$ cat config.mk
export PLATFORM = sky130hd
export DESIGN_NAME = mmd_decoder
export DESIGN_NICKNAME = d
export VERILOG_FILES = /design/src/design/mmd_decoder.v /design/src/design/mmd_sector_map.v
export VERILOG_INCLUDE_DIRS = /design/src /design/src/shared
export SDC_FILE = /design/constraint.sdc
export NUM_CORES = 1
export LEC_CHECK = 0
export BUFFER_PORTS_ARGS = -buffer_cell sky130_fd_sc_hd__buf_2
export CAP_MARGIN = 0
export CORE_MARGIN = 1.5
export CORE_UTILIZATION = 45
export DETAILED_ROUTE_END_ITERATION = 12
export GPL_TIMING_DRIVEN = 0
export PLACE_DENSITY = 0.81
export SLEW_MARGIN = 10
export SYNTH_ARGS = -nofsm -noshare
export SYNTH_HDL_FRONTEND = slang
export SYNTH_SLANG_ARGS = --single-unit
$ cat constraint.sdc
create_clock -name mclk_in -period 1.2 [get_ports mclk_in]
set_input_delay 0.12 -clock mclk_in [delete_from_list [all_inputs] [get_ports mclk_in]]
set_output_delay 0.12 -clock mclk_in [all_outputs]
set_load 0.05 [all_outputs]
$ cat src/shared/mmd_defs.vh
// Constants for the memory map decoder
`ifndef MMD_DEFS_VH
`define MMD_DEFS_VH

// ---------------------------------------------------------------
// Address space
// ---------------------------------------------------------------
`define MMD_AW 24
`define MMD_DW 16

// ---------------------------------------------------------------
// Target codes
// ---------------------------------------------------------------
`define MMD_TGT_FLASH 3'h0
`define MMD_TGT_TEST 3'h1
`define MMD_TGT_FREG 3'h2
`define MMD_TGT_INTERNAL_DUAL_PORT_RAM 3'h3
`define MMD_TGT_XLOW 3'h4
`define MMD_TGT_XHIGH 3'h5
`define MMD_TGT_EXT 3'h6
`define MMD_TGT_NONE 3'h7

// ---------------------------------------------------------------
// Region matches (upper address bits)
// ---------------------------------------------------------------
// Test sector 4 Kbyte at 00'0000h: addr[23:12]
`define MMD_TEST_PAGE 12'h000
// Flash control window 0E'0000h-0E'FFFFh: addr[23:16]
`define MMD_FREG_SEG 8'h0E
// Internal RAM 2 Kbyte: addr[23:11]
`define MMD_INTERNAL_DUAL_PORT_RAM_PAGE 13'h001E
// Low extension RAM 00'E000h-00'E7FFh: addr[23:11]
`define MMD_XLOW_PAGE 13'h001C
// High extension RAM from 0F'0000h, 32 Kbyte: addr[23:15]
`define MMD_XHIGH_PAGE 9'h01E

// ---------------------------------------------------------------
// Flash sector map
// ---------------------------------------------------------------
`define MMD_SEG_SMALL 8'h00
`define MMD_SEG_S4 8'h01
`define MMD_SEG_FIRST64 8'h02
`define MMD_SEG_LAST64 8'h08
`define MMD_SEC_S4 4'h4
`define MMD_SEC_BASE64 4'h3
`define MMD_SEC_TEN 4'hA
`define MMD_SEC_ELEVEN 4'hB
`define MMD_NUM_SECTORS 12

// ---------------------------------------------------------------
// Window compare granularity (4 Kbyte)
// ---------------------------------------------------------------
`define MMD_WIN_W 12
`define MMD_CFG_DEFAULT 3'h0

`endif

$ cat src/design/mmd_decoder.v
// Address decoder and target steering for the unified 16 Mbyte map
//
// Operation
// - One linear 16 Mbyte space; byte and word access everywhere.
// - Bootstrap maps 4K test sector at 00'0000h; hidden in user mode.
// - User mode: 12 flash sectors, 8K x4, 32K, 64K x7.
// - Sector 10/11 status duplicated as second-bank sectors 0 and 1.
// - 0E'0000h-0E'FFFFh reaches flash controls only when window enabled.
// - No program or erase while flash control window is disabled.
// - Flash control accesses: 16-bit demuxed, no delay, byte or word.
// - 2K dual-port internal RAM; banks of 16 word or byte registers.
// - Low 2K and high 32K extension RAM, zero wait, byte or word.
// - Low extension RAM at 00'E000h only with both enables set.
// - Low area disabled: access goes external via matching window set.
// - High 32K extension RAM at 0F'0000h with both enables set.
// - Global enable clear: high area range goes external.
// - A unit disabled at global enable claims no address space.
// - Extension RAM never used as stack, banks or bit access.
`timescale 1ns/1ns
`include "mmd_defs.vh"

module mmd_decoder
#(
  parameter NUM_WIN = 4
)
(
  // Clock and reset
  input wire mclk_in,
  input wire rst_n_in,
  // CPU request
  input wire cpu_req_in,
  input wire [`MMD_AW-1:0] cpu_addr_in,
  input wire cpu_wr_in,
  input wire cpu_byte_in,
  input wire cpu_fetch_in,
  input wire cpu_stack_in,
  input wire cpu_bitop_in,
  input wire [`MMD_DW-1:0] cpu_wdata_in,
  // Register bank access
  input wire gpr_in,
  input wire [3:0] gpr_idx_in,
  input wire [`MMD_AW-1:0] ctx_ptr_in,
  // Configuration
  input wire bootstrap_mode_in,
  input wire global_periph_bus_enable_in,
  input wire low_ext_ram_enable_in,
  input wire high_ext_ram_enable_in,
  input wire flash_ctrl_window_enable_in,
  input wire flash_write_busy_in,
  input wire [`MMD_NUM_SECTORS-1:0] flash_sector_status_in,
  // Address select windows
  input wire [NUM_WIN-1:0] win_en_in,
  input wire [NUM_WIN*`MMD_WIN_W-1:0] win_lo_in,
  input wire [NUM_WIN*`MMD_WIN_W-1:0] win_hi_in,
  // Target side
  output reg tgt_valid_out,
  output reg [2:0] tgt_sel_out,
  output reg [`MMD_AW-1:0] tgt_addr_out,
  output reg tgt_wr_out,
  output reg tgt_byte_out,
  output reg [`MMD_DW-1:0] tgt_wdata_out,
  output reg tgt_demux16_out,
  output reg [3:0] sector_out,
  output reg bank1_alias_out,
  output reg bank1_sector_out,
  output reg [2:0] ext_cfg_set_out,
  // Status
  output reg pe_enable_out,
  output reg [1:0] second_bank_status_out,
  output reg rww_violation_out,
  output reg xram_misuse_out
);

  // ---------------------------------------------------------------
  // Effective address
  // ---------------------------------------------------------------
  reg [`MMD_AW-1:0] eff_addr;

  always @*
  begin
    eff_addr = cpu_addr_in;
    if (gpr_in)
    begin
      // Word regs sit two bytes apart; byte halves RLn/RHn step by one
      if (cpu_byte_in)
        eff_addr = ctx_ptr_in + {20'h00000, gpr_idx_in};
      else
        eff_addr = ctx_ptr_in + {19'h00000, gpr_idx_in, 1'b0};
    end
  end

  // ---------------------------------------------------------------
  // Region hits
  // ---------------------------------------------------------------
  wire flash_hit;
  wire [3:0] flash_sector;

  mmd_sector_map u_sector_map
  (
    .addr_in(eff_addr),
    .hit_out(flash_hit),
    .sector_out(flash_sector)
  );

  wire test_hit;
  wire freg_hit;
  wire internal_dual_port_ram_hit;
  wire xlow_range;
  wire xhigh_range;
  wire xlow_on;
  wire xhigh_on;

  // Test sector only in bootstrap mode
  assign test_hit = bootstrap_mode_in && (eff_addr[23:12] == `MMD_TEST_PAGE);
  // Control window gated by its enable
  assign freg_hit = flash_ctrl_window_enable_in && (eff_addr[23:16] == `MMD_FREG_SEG);
  assign internal_dual_port_ram_hit = (eff_addr[23:11] == `MMD_INTERNAL_DUAL_PORT_RAM_PAGE);
  assign xlow_range = (eff_addr[23:11] == `MMD_XLOW_PAGE);
  assign xhigh_range = (eff_addr[23:15] == `MMD_XHIGH_PAGE);
  // Both enables needed for the low area
  assign xlow_on = global_periph_bus_enable_in && low_ext_ram_enable_in;
  // Both enables needed for the high area
  assign xhigh_on = global_periph_bus_enable_in && high_ext_ram_enable_in;

  // ---------------------------------------------------------------
  // Address select window match
  // ---------------------------------------------------------------
  wire [NUM_WIN-1:0] win_match;

  genvar gi;
  generate
    for (gi = 0; gi < NUM_WIN; gi = gi + 1)
    begin : g_win
      wire [`MMD_WIN_W-1:0] lo;
      wire [`MMD_WIN_W-1:0] hi;
      assign lo = win_lo_in[gi*`MMD_WIN_W +: `MMD_WIN_W];
      assign hi = win_hi_in[gi*`MMD_WIN_W +: `MMD_WIN_W];
      assign win_match[gi] = win_en_in[gi] && (eff_addr[23:12] >= lo) &&
                             (eff_addr[23:12] <= hi);
    end
  endgenerate

  // Lowest matching window wins; no match uses the default set
  reg [2:0] cfg_set;
  integer wi;

  always @*
  begin
    cfg_set = `MMD_CFG_DEFAULT;
    for (wi = NUM_WIN - 1; wi >= 0; wi = wi - 1)
    begin
      if (win_match[wi])
        cfg_set = wi[2:0] + 3'h1;
    end
  end

  // ---------------------------------------------------------------
  // Target selection
  // ---------------------------------------------------------------
  reg [2:0] sel;
  reg misuse;

  always @*
  begin
    misuse = 1'b0;
    // Test sector overrides user sectors in bootstrap mode
    if (test_hit)
      sel = `MMD_TGT_TEST;
    else if (flash_hit)
      sel = `MMD_TGT_FLASH;
    else if (freg_hit)
      sel = `MMD_TGT_FREG;
    else if (internal_dual_port_ram_hit)
      sel = `MMD_TGT_INTERNAL_DUAL_PORT_RAM;
    else if (xlow_range && xlow_on)
      sel = `MMD_TGT_XLOW;
    else if (xhigh_range && xhigh_on)
      sel = `MMD_TGT_XHIGH;
    else
      sel = `MMD_TGT_EXT;
    // Stack, bank or bit access to extension RAM is dropped
    if (((sel == `MMD_TGT_XLOW) || (sel == `MMD_TGT_XHIGH)) &&
        (cpu_stack_in || cpu_bitop_in || gpr_in))
    begin
      misuse = 1'b1;
      sel = `MMD_TGT_NONE;
    end
  end

  wire on_chip_demux;
  // Extension RAM and control window run 16-bit demuxed
  assign on_chip_demux = (sel == `MMD_TGT_FREG) || (sel == `MMD_TGT_XLOW) ||
                         (sel == `MMD_TGT_XHIGH);

  // ---------------------------------------------------------------
  // Next values of pulses and flash tags
  // ---------------------------------------------------------------
  reg valid_nxt;
  reg misuse_nxt;
  reg flash_read_nxt;
  reg rww_nxt;
  reg alias_nxt;
  reg alias_hi_nxt;

  always @*
  begin
    valid_nxt = cpu_req_in && !misuse;
    misuse_nxt = cpu_req_in && misuse;
    // Fetches count as reads of the array
    flash_read_nxt = (cpu_fetch_in || !cpu_wr_in) &&
                     ((sel == `MMD_TGT_FLASH) || (sel == `MMD_TGT_TEST));
    // Only reported: stalling the master here would hide the software fault
    // Read during write
    rww_nxt = cpu_req_in && flash_write_busy_in && flash_read_nxt;
    alias_nxt = (sel == `MMD_TGT_FLASH) &&
                ((flash_sector == `MMD_SEC_TEN) || (flash_sector == `MMD_SEC_ELEVEN));
    alias_hi_nxt = (flash_sector == `MMD_SEC_ELEVEN);
  end

  // ---------------------------------------------------------------
  // Registered levels
  // ---------------------------------------------------------------
  always @(posedge mclk_in or negedge rst_n_in)
  begin
    if (!rst_n_in)
    begin
      pe_enable_out <= 1'b0;
      second_bank_status_out <= 2'h0;
    end
    else
    begin
      // Program/erase allowed only with the window enabled
      pe_enable_out <= flash_ctrl_window_enable_in;
      // Duplicate sector 10/11 status as second bank
      second_bank_status_out <= flash_sector_status_in[`MMD_NUM_SECTORS-1 -: 2];
    end
  end

  // ---------------------------------------------------------------
  // Registered pulses
  // ---------------------------------------------------------------
  // Rebuilt every cycle, so an idle cycle clears them
  always @(posedge mclk_in or negedge rst_n_in)
  begin
    if (!rst_n_in)
    begin
      tgt_valid_out <= 1'b0;
      xram_misuse_out <= 1'b0;
      rww_violation_out <= 1'b0;
    end
    else
    begin
      tgt_valid_out <= valid_nxt;
      xram_misuse_out <= misuse_nxt;
      rww_violation_out <= rww_nxt;
    end
  end

  // ---------------------------------------------------------------
  // Registered target side
  // ---------------------------------------------------------------
  // Held until the next request so a slow target can keep sampling it
  always @(posedge mclk_in or negedge rst_n_in)
  begin
    if (!rst_n_in)
    begin
      tgt_sel_out <= `MMD_TGT_NONE;
      tgt_addr_out <= 24'h000000;
      tgt_wr_out <= 1'b0;
      tgt_byte_out <= 1'b0;
      tgt_wdata_out <= 16'h0000;
      tgt_demux16_out <= 1'b0;
      sector_out <= 4'h0;
      bank1_alias_out <= 1'b0;
      bank1_sector_out <= 1'b0;
      ext_cfg_set_out <= `MMD_CFG_DEFAULT;
    end
    else if (cpu_req_in)
    begin
      // Address and size pass through for every target
      tgt_sel_out <= sel;
      tgt_addr_out <= eff_addr;
      tgt_wr_out <= cpu_wr_in;
      tgt_byte_out <= cpu_byte_in;
      tgt_wdata_out <= cpu_wdata_in;
      tgt_demux16_out <= on_chip_demux;
      sector_out <= flash_sector;
      // Sectors 10 and 11 also answer as second-bank 0 and 1
      bank1_alias_out <= alias_nxt;
      bank1_sector_out <= alias_hi_nxt;
      // Bus set from the matching window
      ext_cfg_set_out <= cfg_set;
    end
  end

endmodule

$ cat src/design/mmd_sector_map.v
// Flash sector lookup for a 24-bit address
`timescale 1ns/1ns
`include "mmd_defs.vh"

module mmd_sector_map
(
  // Address
  input wire [`MMD_AW-1:0] addr_in,
  // Result
  output reg hit_out,
  output reg [3:0] sector_out
);

  wire [7:0] seg;
  assign seg = addr_in[23:16];

  always @*
  begin
    hit_out = 1'b0;
    sector_out = 4'h0;
    if ((seg == `MMD_SEG_SMALL) && !addr_in[15])
    begin
      hit_out = 1'b1;
      sector_out = {2'b00, addr_in[14:13]};
    end
    else if ((seg == `MMD_SEG_S4) && addr_in[15])
    begin
      hit_out = 1'b1;
      sector_out = `MMD_SEC_S4;
    end
    else if ((seg >= `MMD_SEG_FIRST64) && (seg <= `MMD_SEG_LAST64))
    begin
      hit_out = 1'b1;
      sector_out = addr_in[19:16] + `MMD_SEC_BASE64;
    end
  end

endmodule

# Word level (Yosys, flattened, before mapping)
# Index checks and enable logic that the tools add are counted.
# W data, S select, Z words.
[classes]
n_addsub = 3
n_lt_le_gt_ge = 10
eq_ne = 13
muxes = 20
reduce_logical = 38
[op_table]
columns = ["op", "n"]
rows = [
  ["$ge A12 B12 Y1", 4],
  ["$le A12 B12 Y1", 4],
  ["$mux W24", 2],
  ["$mux W3", 9],
  ["$eq A13 B5 Y1 const B", 2],
  ["$add A24 B4 Y24", 1],
  ["$add A24 B5 Y24", 1],
  ["$logic_and A1 B1 Y1", 24],
  ["$eq A3 B3 Y1 const B", 4],
  ["$logic_not A12 Y1", 1],
  ["$mux W4", 3],
  ["$eq A9 B5 Y1 const B", 1],
  ["$eq A4 B4 Y1 const B", 2],
  ["$eq A8 B1 Y1 const B", 1],
  ["$eq A8 B4 Y1 const B", 1],
  ["$ge A8 B2 Y1 const B", 1],
  ["$le A8 B4 Y1 const B", 1],
  ["$logic_not A8 Y1", 1],
  ["$logic_or A1 B1 Y1", 8],
  ["$add A4 B2 Y4 const B", 1],
  ["$mux W1", 4],
  ["$mux W2", 2],
  ["$eq A3 B1 Y1 const B", 1],
  ["$eq A3 B2 Y1 const B", 1],
  ["2 further kinds", 4],
]
[totals]
regBits = 61
inputBits = 195
out_inout_bits = 61
elab_cells = 99

# Logic depth before layout (Yosys ltp)
[logic_depth]
word_depth = 19
depth_mapped = 21
depth_no_buf = 21

# Hierarchy
# A second synthesis with hierarchy kept.
[unflattened]
cells_unflattened = 717
area_unflattened_um2 = 6226.0
[modules_own_cells]
columns = ["module", "instances", "cells_each", "area_each_um2", "seq_area_each_um2"]
rows = [
  ["mmd_decoder", 1, 689, 6019.5, 1530.2],
  ["mmd_sector_map", 1, 28, 206.4, 0.0],
]

# Least setup slack after synthesis
# No wires, ideal clock.
[synth_path]
kind = "in2reg"
start = "input port gpr_idx_in[0]"
end = "register ext_cfg_set_out[2]"
setup_time_ps = 104
arrival_ps = 4292
t_required_ps = 1096
path_slack_ps = -3196
path_stages = 21
n_path_buf = 0
cell_sequence = "ha_1 inv_1 fa_1 and2b_1 o31ai_4 a211o_1 nor3_1 xnor2_1 a21oi_1 inv_1 ha_1 nand2b_1 a21o_1 a21o_1 a21o_1 a21o_1 maj3_1 a211oi_1 a211oi_2 or2_1 o41ai_2"
[synth_between]
elab_chain_len = 10
elab_cells_between_ends = 24
cone_classes = "2 x add/sub; 8 x order compare; 6 x mux; 8 x reduce/logical"
[synth_rtl]
columns = ["element", "line_no", "text"]
rows = [
  ["start, declared", "mmd_decoder.v:41", "input wire [3:0] gpr_idx_in,"],
  ["$add A24 B5 Y24 / $add A24 B4 Y24 (equally long branches)", "mmd_decoder.v:88, mmd_decoder.v:86", ""],
  ["$mux W24 *", "mmd_decoder.v:85", "if (cpu_byte_in)"],
  ["$mux W24 *", "mmd_decoder.v:82", "if (gpr_in)"],
  ["$ge A12 B12 Y1", "mmd_decoder.v:138", "assign win_match[gi] = win_en_in[gi] && (eff_addr[23:12] >= lo) &&"],
  ["$logic_and A1 B1 Y1 (2 in series)", "mmd_decoder.v:138", ""],
  ["$mux W3 (3 in series)", "mmd_decoder.v:152", "if (win_match[wi])"],
  ["$mux W3 *", "mmd_decoder.v:152", ""],
  ["end signal, assigned", "mmd_decoder.v:276", "ext_cfg_set_out <= `MMD_CFG_DEFAULT;"],
  ["end signal, assigned", "mmd_decoder.v:292", "ext_cfg_set_out <= cfg_set;"],
  ["end, declared", "mmd_decoder.v:66", "output reg [2:0] ext_cfg_set_out,"],
]
# Every way passes the cells marked *; elsewhere a longest branch is shown, timed or not.
# A chain may end at the register's enable or synchronous reset.

# Final worst setup path
[layout_path]
start = "input port ctx_ptr_in[0]"
end = "register ext_cfg_set_out[2]"
[layout_between]
elab_chain_len = 10
elab_cells_between_ends = 24
cone_classes = "2 x add/sub; 8 x order compare; 6 x mux; 8 x reduce/logical"
[layout_rtl]
columns = ["element", "line_no", "text"]
rows = [
  ["start, declared", "mmd_decoder.v:42", "input wire [`MMD_AW-1:0] ctx_ptr_in,"],
  ["$add A24 B5 Y24 / $add A24 B4 Y24 (equally long branches)", "mmd_decoder.v:88, mmd_decoder.v:86", ""],
  ["$mux W24 *", "mmd_decoder.v:85", ""],
  ["$mux W24 *", "mmd_decoder.v:82", ""],
  ["$ge A12 B12 Y1", "mmd_decoder.v:138", ""],
  ["$logic_and A1 B1 Y1 (2 in series)", "mmd_decoder.v:138", ""],
  ["$mux W3 (3 in series)", "mmd_decoder.v:152", ""],
  ["$mux W3 *", "mmd_decoder.v:152", ""],
]
# Marks and branches as above.

==> results.ini <==
[sta]
drv_slew = 0
period_share_pct = 325
period_minus_slack_ns = 3.90
fin_worst_skew_ns = 0
fin_ws_ns = -2.70
whs_ns = 0.0278
worstMarginPinSlew_ns = 0.927
hold_viol = 0
rsz0062_at_grt = yes
slew_headroom_pct = 38.2
setup_tns_ns = -52.63
setup_viol_count_final = 38
max_freq_mhz = 256

[worst_setup_path]
crit_chain = buf_8 -> ha_4 -> inv_2 -> fa_2 -> and2b_2 -> o31ai_4 -> a211o_4 -> nor3_4 -> xnor2_2 -> a21oi_2 -> inv_4 -> ha_4 -> nand2b_4 -> a21o_1 -> a21o_1 -> a21o_1 -> a21o_1 -> maj3_2 -> a211oi_2 -> a211oi_2 -> or2_1 -> o41ai_2
startpoint_type = primary input
crit_type = primary input to flop
crit_path_frequent_cell = a21o_1
critical_path.max_stage_delay_ns = 0.37
reg2reg_depth = 2
slowest_stage = a211o_4
required_ns = 1.40
crit_fanout = 4
r2r-start = tgt_sel_out[0]$_DFFE_PN1P_
crit_path_start = ctx_ptr_in[0]
cp.arrival_ns = 4.10
cp-end-kind = flop

[status]
outcome = finished, violations left
failed_checks = setup timing

[synth]
synth_top_area_cell = dfrtp_1
yosys-top-cells-count = 96 x inv_1, 80 x ha_1, 58 x dfrtp_1
synth_cell_types = 86
synth_top_family_by_area = compound AO/OA/AOI/OAI gates
synth_compound_area_share_pct = 19.7
synth_most_common_cell = inv_1
synth-adder-area-share_pct = 18.2
synth_top_area_share_pct = 23.8
synthArstFlopShare_pct = 100
synth-edff-count = 0
synth_cells = 700
synth-xor-area-share_pct = 3.69
synth_mux_area_share_pct = 8.14
ys_ff_latch = 61
syn_area_um2 = 6100
avgSynthCellArea_um2 = 8.71
synth_simple_gate_area_share_pct = 17.6
ys_warn_count = 0
synth_area_leaders = dfrtp_1 24%, ha_1 16%, mux2_2 6.8%
synthesis.nets = 977
yosysSeqAreaShare_pct = 25.1
ys.flop_type = dfrtp_1

[finish]
fin_area_um2 = 9330
utilization_pct = 70.5
drive_above_1_share_pct = 47.3
diodes = 0
layout.nets = 1303
area_delta_synth_final_pct = 53.0

[die]
coreArea_um2 = 13200
std_cell_rows = 42
initial_utilization_pct = 46.1
die_x_um = 119
pin_count = 256
dieArea_um2 = 14300
die_h_um = 119

[routing]
antenna_left = 0
wl_mm = 22.3
drtIter0Drc = 431
drcViolationCount = 0
detail_route.wl_per_cell_um = 18.5
vias = 6723
via_per_inst = 5.57
first_pass_iters = 4

[place]
gp_congestion = 0.888
hpwl_mm = 15.9
place.port_buffers = 243
placed_cell_area_um2 = 7870

[global_route]
antenna_found_initial = 0
grt_max_degree = 62
grt_pass1_vias = 6732
grt.overflow.total = 0
grt_use_total_pct = 30.1
grt_pass1_wl_mm = 33.7

[clock_network]
htreeDepth = 3
clock_sinks = 61
root_buffer = clkbuf_16
cts_tree = built
clkTransAtPathRegs_ns = 0.05
cts_inserted_buffers = 9
clk_latency_ns = 0.32
clk_path_buf_depth = 2

[power_and_ir_drop]
power.density_nw_per_um2 = 960
p_leak_nw = 4.65
peakVddDrop_mv = 1.20

[worst_hold_path]
min_from = cpu_wdata_in[9]
min_delay_path_depth = 2
hold_class = primary input to flop

[run]
cap_viol_max_count = 0

## final timing paths
path,to,slack (ns)
min reg2reg,tgt_addr_out[2]$_DFFE_PN0P_,0.48
max,ext_cfg_set_out[2]$_DFFE_PN0P_,-2.70
min in group asynchronous,tgt_wdata_out[11]$_DFFE_PN0P_,0.41
min,tgt_wdata_out[9]$_DFFE_PN0P_,0.03
max reg2reg,tgt_sel_out[0]$_DFFE_PN1P_,0.38
max in group asynchronous,ext_cfg_set_out[2]$_DFFE_PN0P_,0.28
## logic make-up after synthesis
group                      after synthesis
and+or+nand+nor                        198
AOI/OAI and AO/OA                      164
buffers and inverters                  119
adders and majority gates               89
DFF                                     61
muxes                                   45
xor gates and xnor gates                24
## area by class of cell
class | instances | area (um2)
inverter | 98 | 379
buffer | 21 | 203
clock inverter | 4 | 47.5
fill | 1024 | 3910
timing repair buffer | 315 | 1910
sequential | 61 | 1530
tap | 176 | 220
clock buffer | 12 | 246
multi-input combinational | 520 | 4790
## state kept, by name, summed over array words and instances, names as in the netlist, 2 cells and up
register                count
ext_cfg_set_out             3
second_bank_status_out      2
sector_out                  4
tgt_addr_out               24
tgt_sel_out                 3
tgt_wdata_out              16
## cell usage in the layout (no fill, tap or decap), drive strengths merged, types with 4 or more instances in the layout
master | synthesis | final
nand2 | 31 | 31
or2 | 5 | 5
nor4 | 7 | 7
o21ai | 27 | 27
dfrtp | 58 | 58
nor2b | 15 | 15
nand4 | 13 | 13
xnor2 | 15 | 15
o31ai | 7 | 7
mux2i | 8 | 8
nand3 | 21 | 21
maj3 | 7 | 7
a31oi | 11 | 11
o21a | 4 | 4
and2 | 6 | 6
clkbuf | 9 | 21
o211ai | 8 | 8
ha | 80 | 80
o2bb2ai | 6 | 6
nor2 | 50 | 50
a21o | 16 | 16
inv | 97 | 96
or4 | 4 | 4
nand2b | 10 | 10
a21oi | 37 | 37
xor2 | 9 | 9
or3 | 8 | 8
a211oi | 12 | 12
and3 | 8 | 8
mux2 | 37 | 37
dlygate4sd3 | 0 | 4
nor3 | 11 | 11
buf | 12 | 323
a311oi | 4 | 4
## critical path: cells and delay by family
family / cells / cell delay, ns
adder cells (fa/ha/maj): 4 / 1.04
AO/OA/AOI/OAI: 10 / 1.88
buffers and inverters: 3 / 0.22
XOR/XNOR: 1 / 0.10
AND/OR/NAND/NOR: 4 / 0.77
## metal layers
layer / up-vias / global-route usage, % / part of all wire, %
met1: 3185 / 33.6 / 38
met3: 64 / 6.66 / 7.7
met4: 0 / 12.1 / 3.8
met5: - / 0 / 0
met2: 297 / 55.3 / 50
li1: 3177 / - / -
## report_power, final
group	total, mW	internal [mW]	switching, mW
clock network	2.52	1.66	0.869
registers	2.38	2.27	0.111
logic	4.06	1.63	2.42
## through the flow
step / setup slack [ns] / cells / power (mW)
finish: -2.70 / 1207 / 8.96
global route: -2.89 / 1207 / 9.39
CTS: -2.74 / 1191 / 8.80
detailed placement: -3.78 / 1119 / 5.83
global placement: -3.57 / 1119 / 5.74
floorplan: -2.85 / 700 / 4.72
## repair_timing
action,4_1_cts,5_1_grt
gates resized for setup,94,41
hold buffers,4,0
pin swaps,46,35
hold endpoints to repair,61,0
buffers inserted,52,20
endpoints found under the setup margin,41,39
Power figures use the tool's default switching activity.
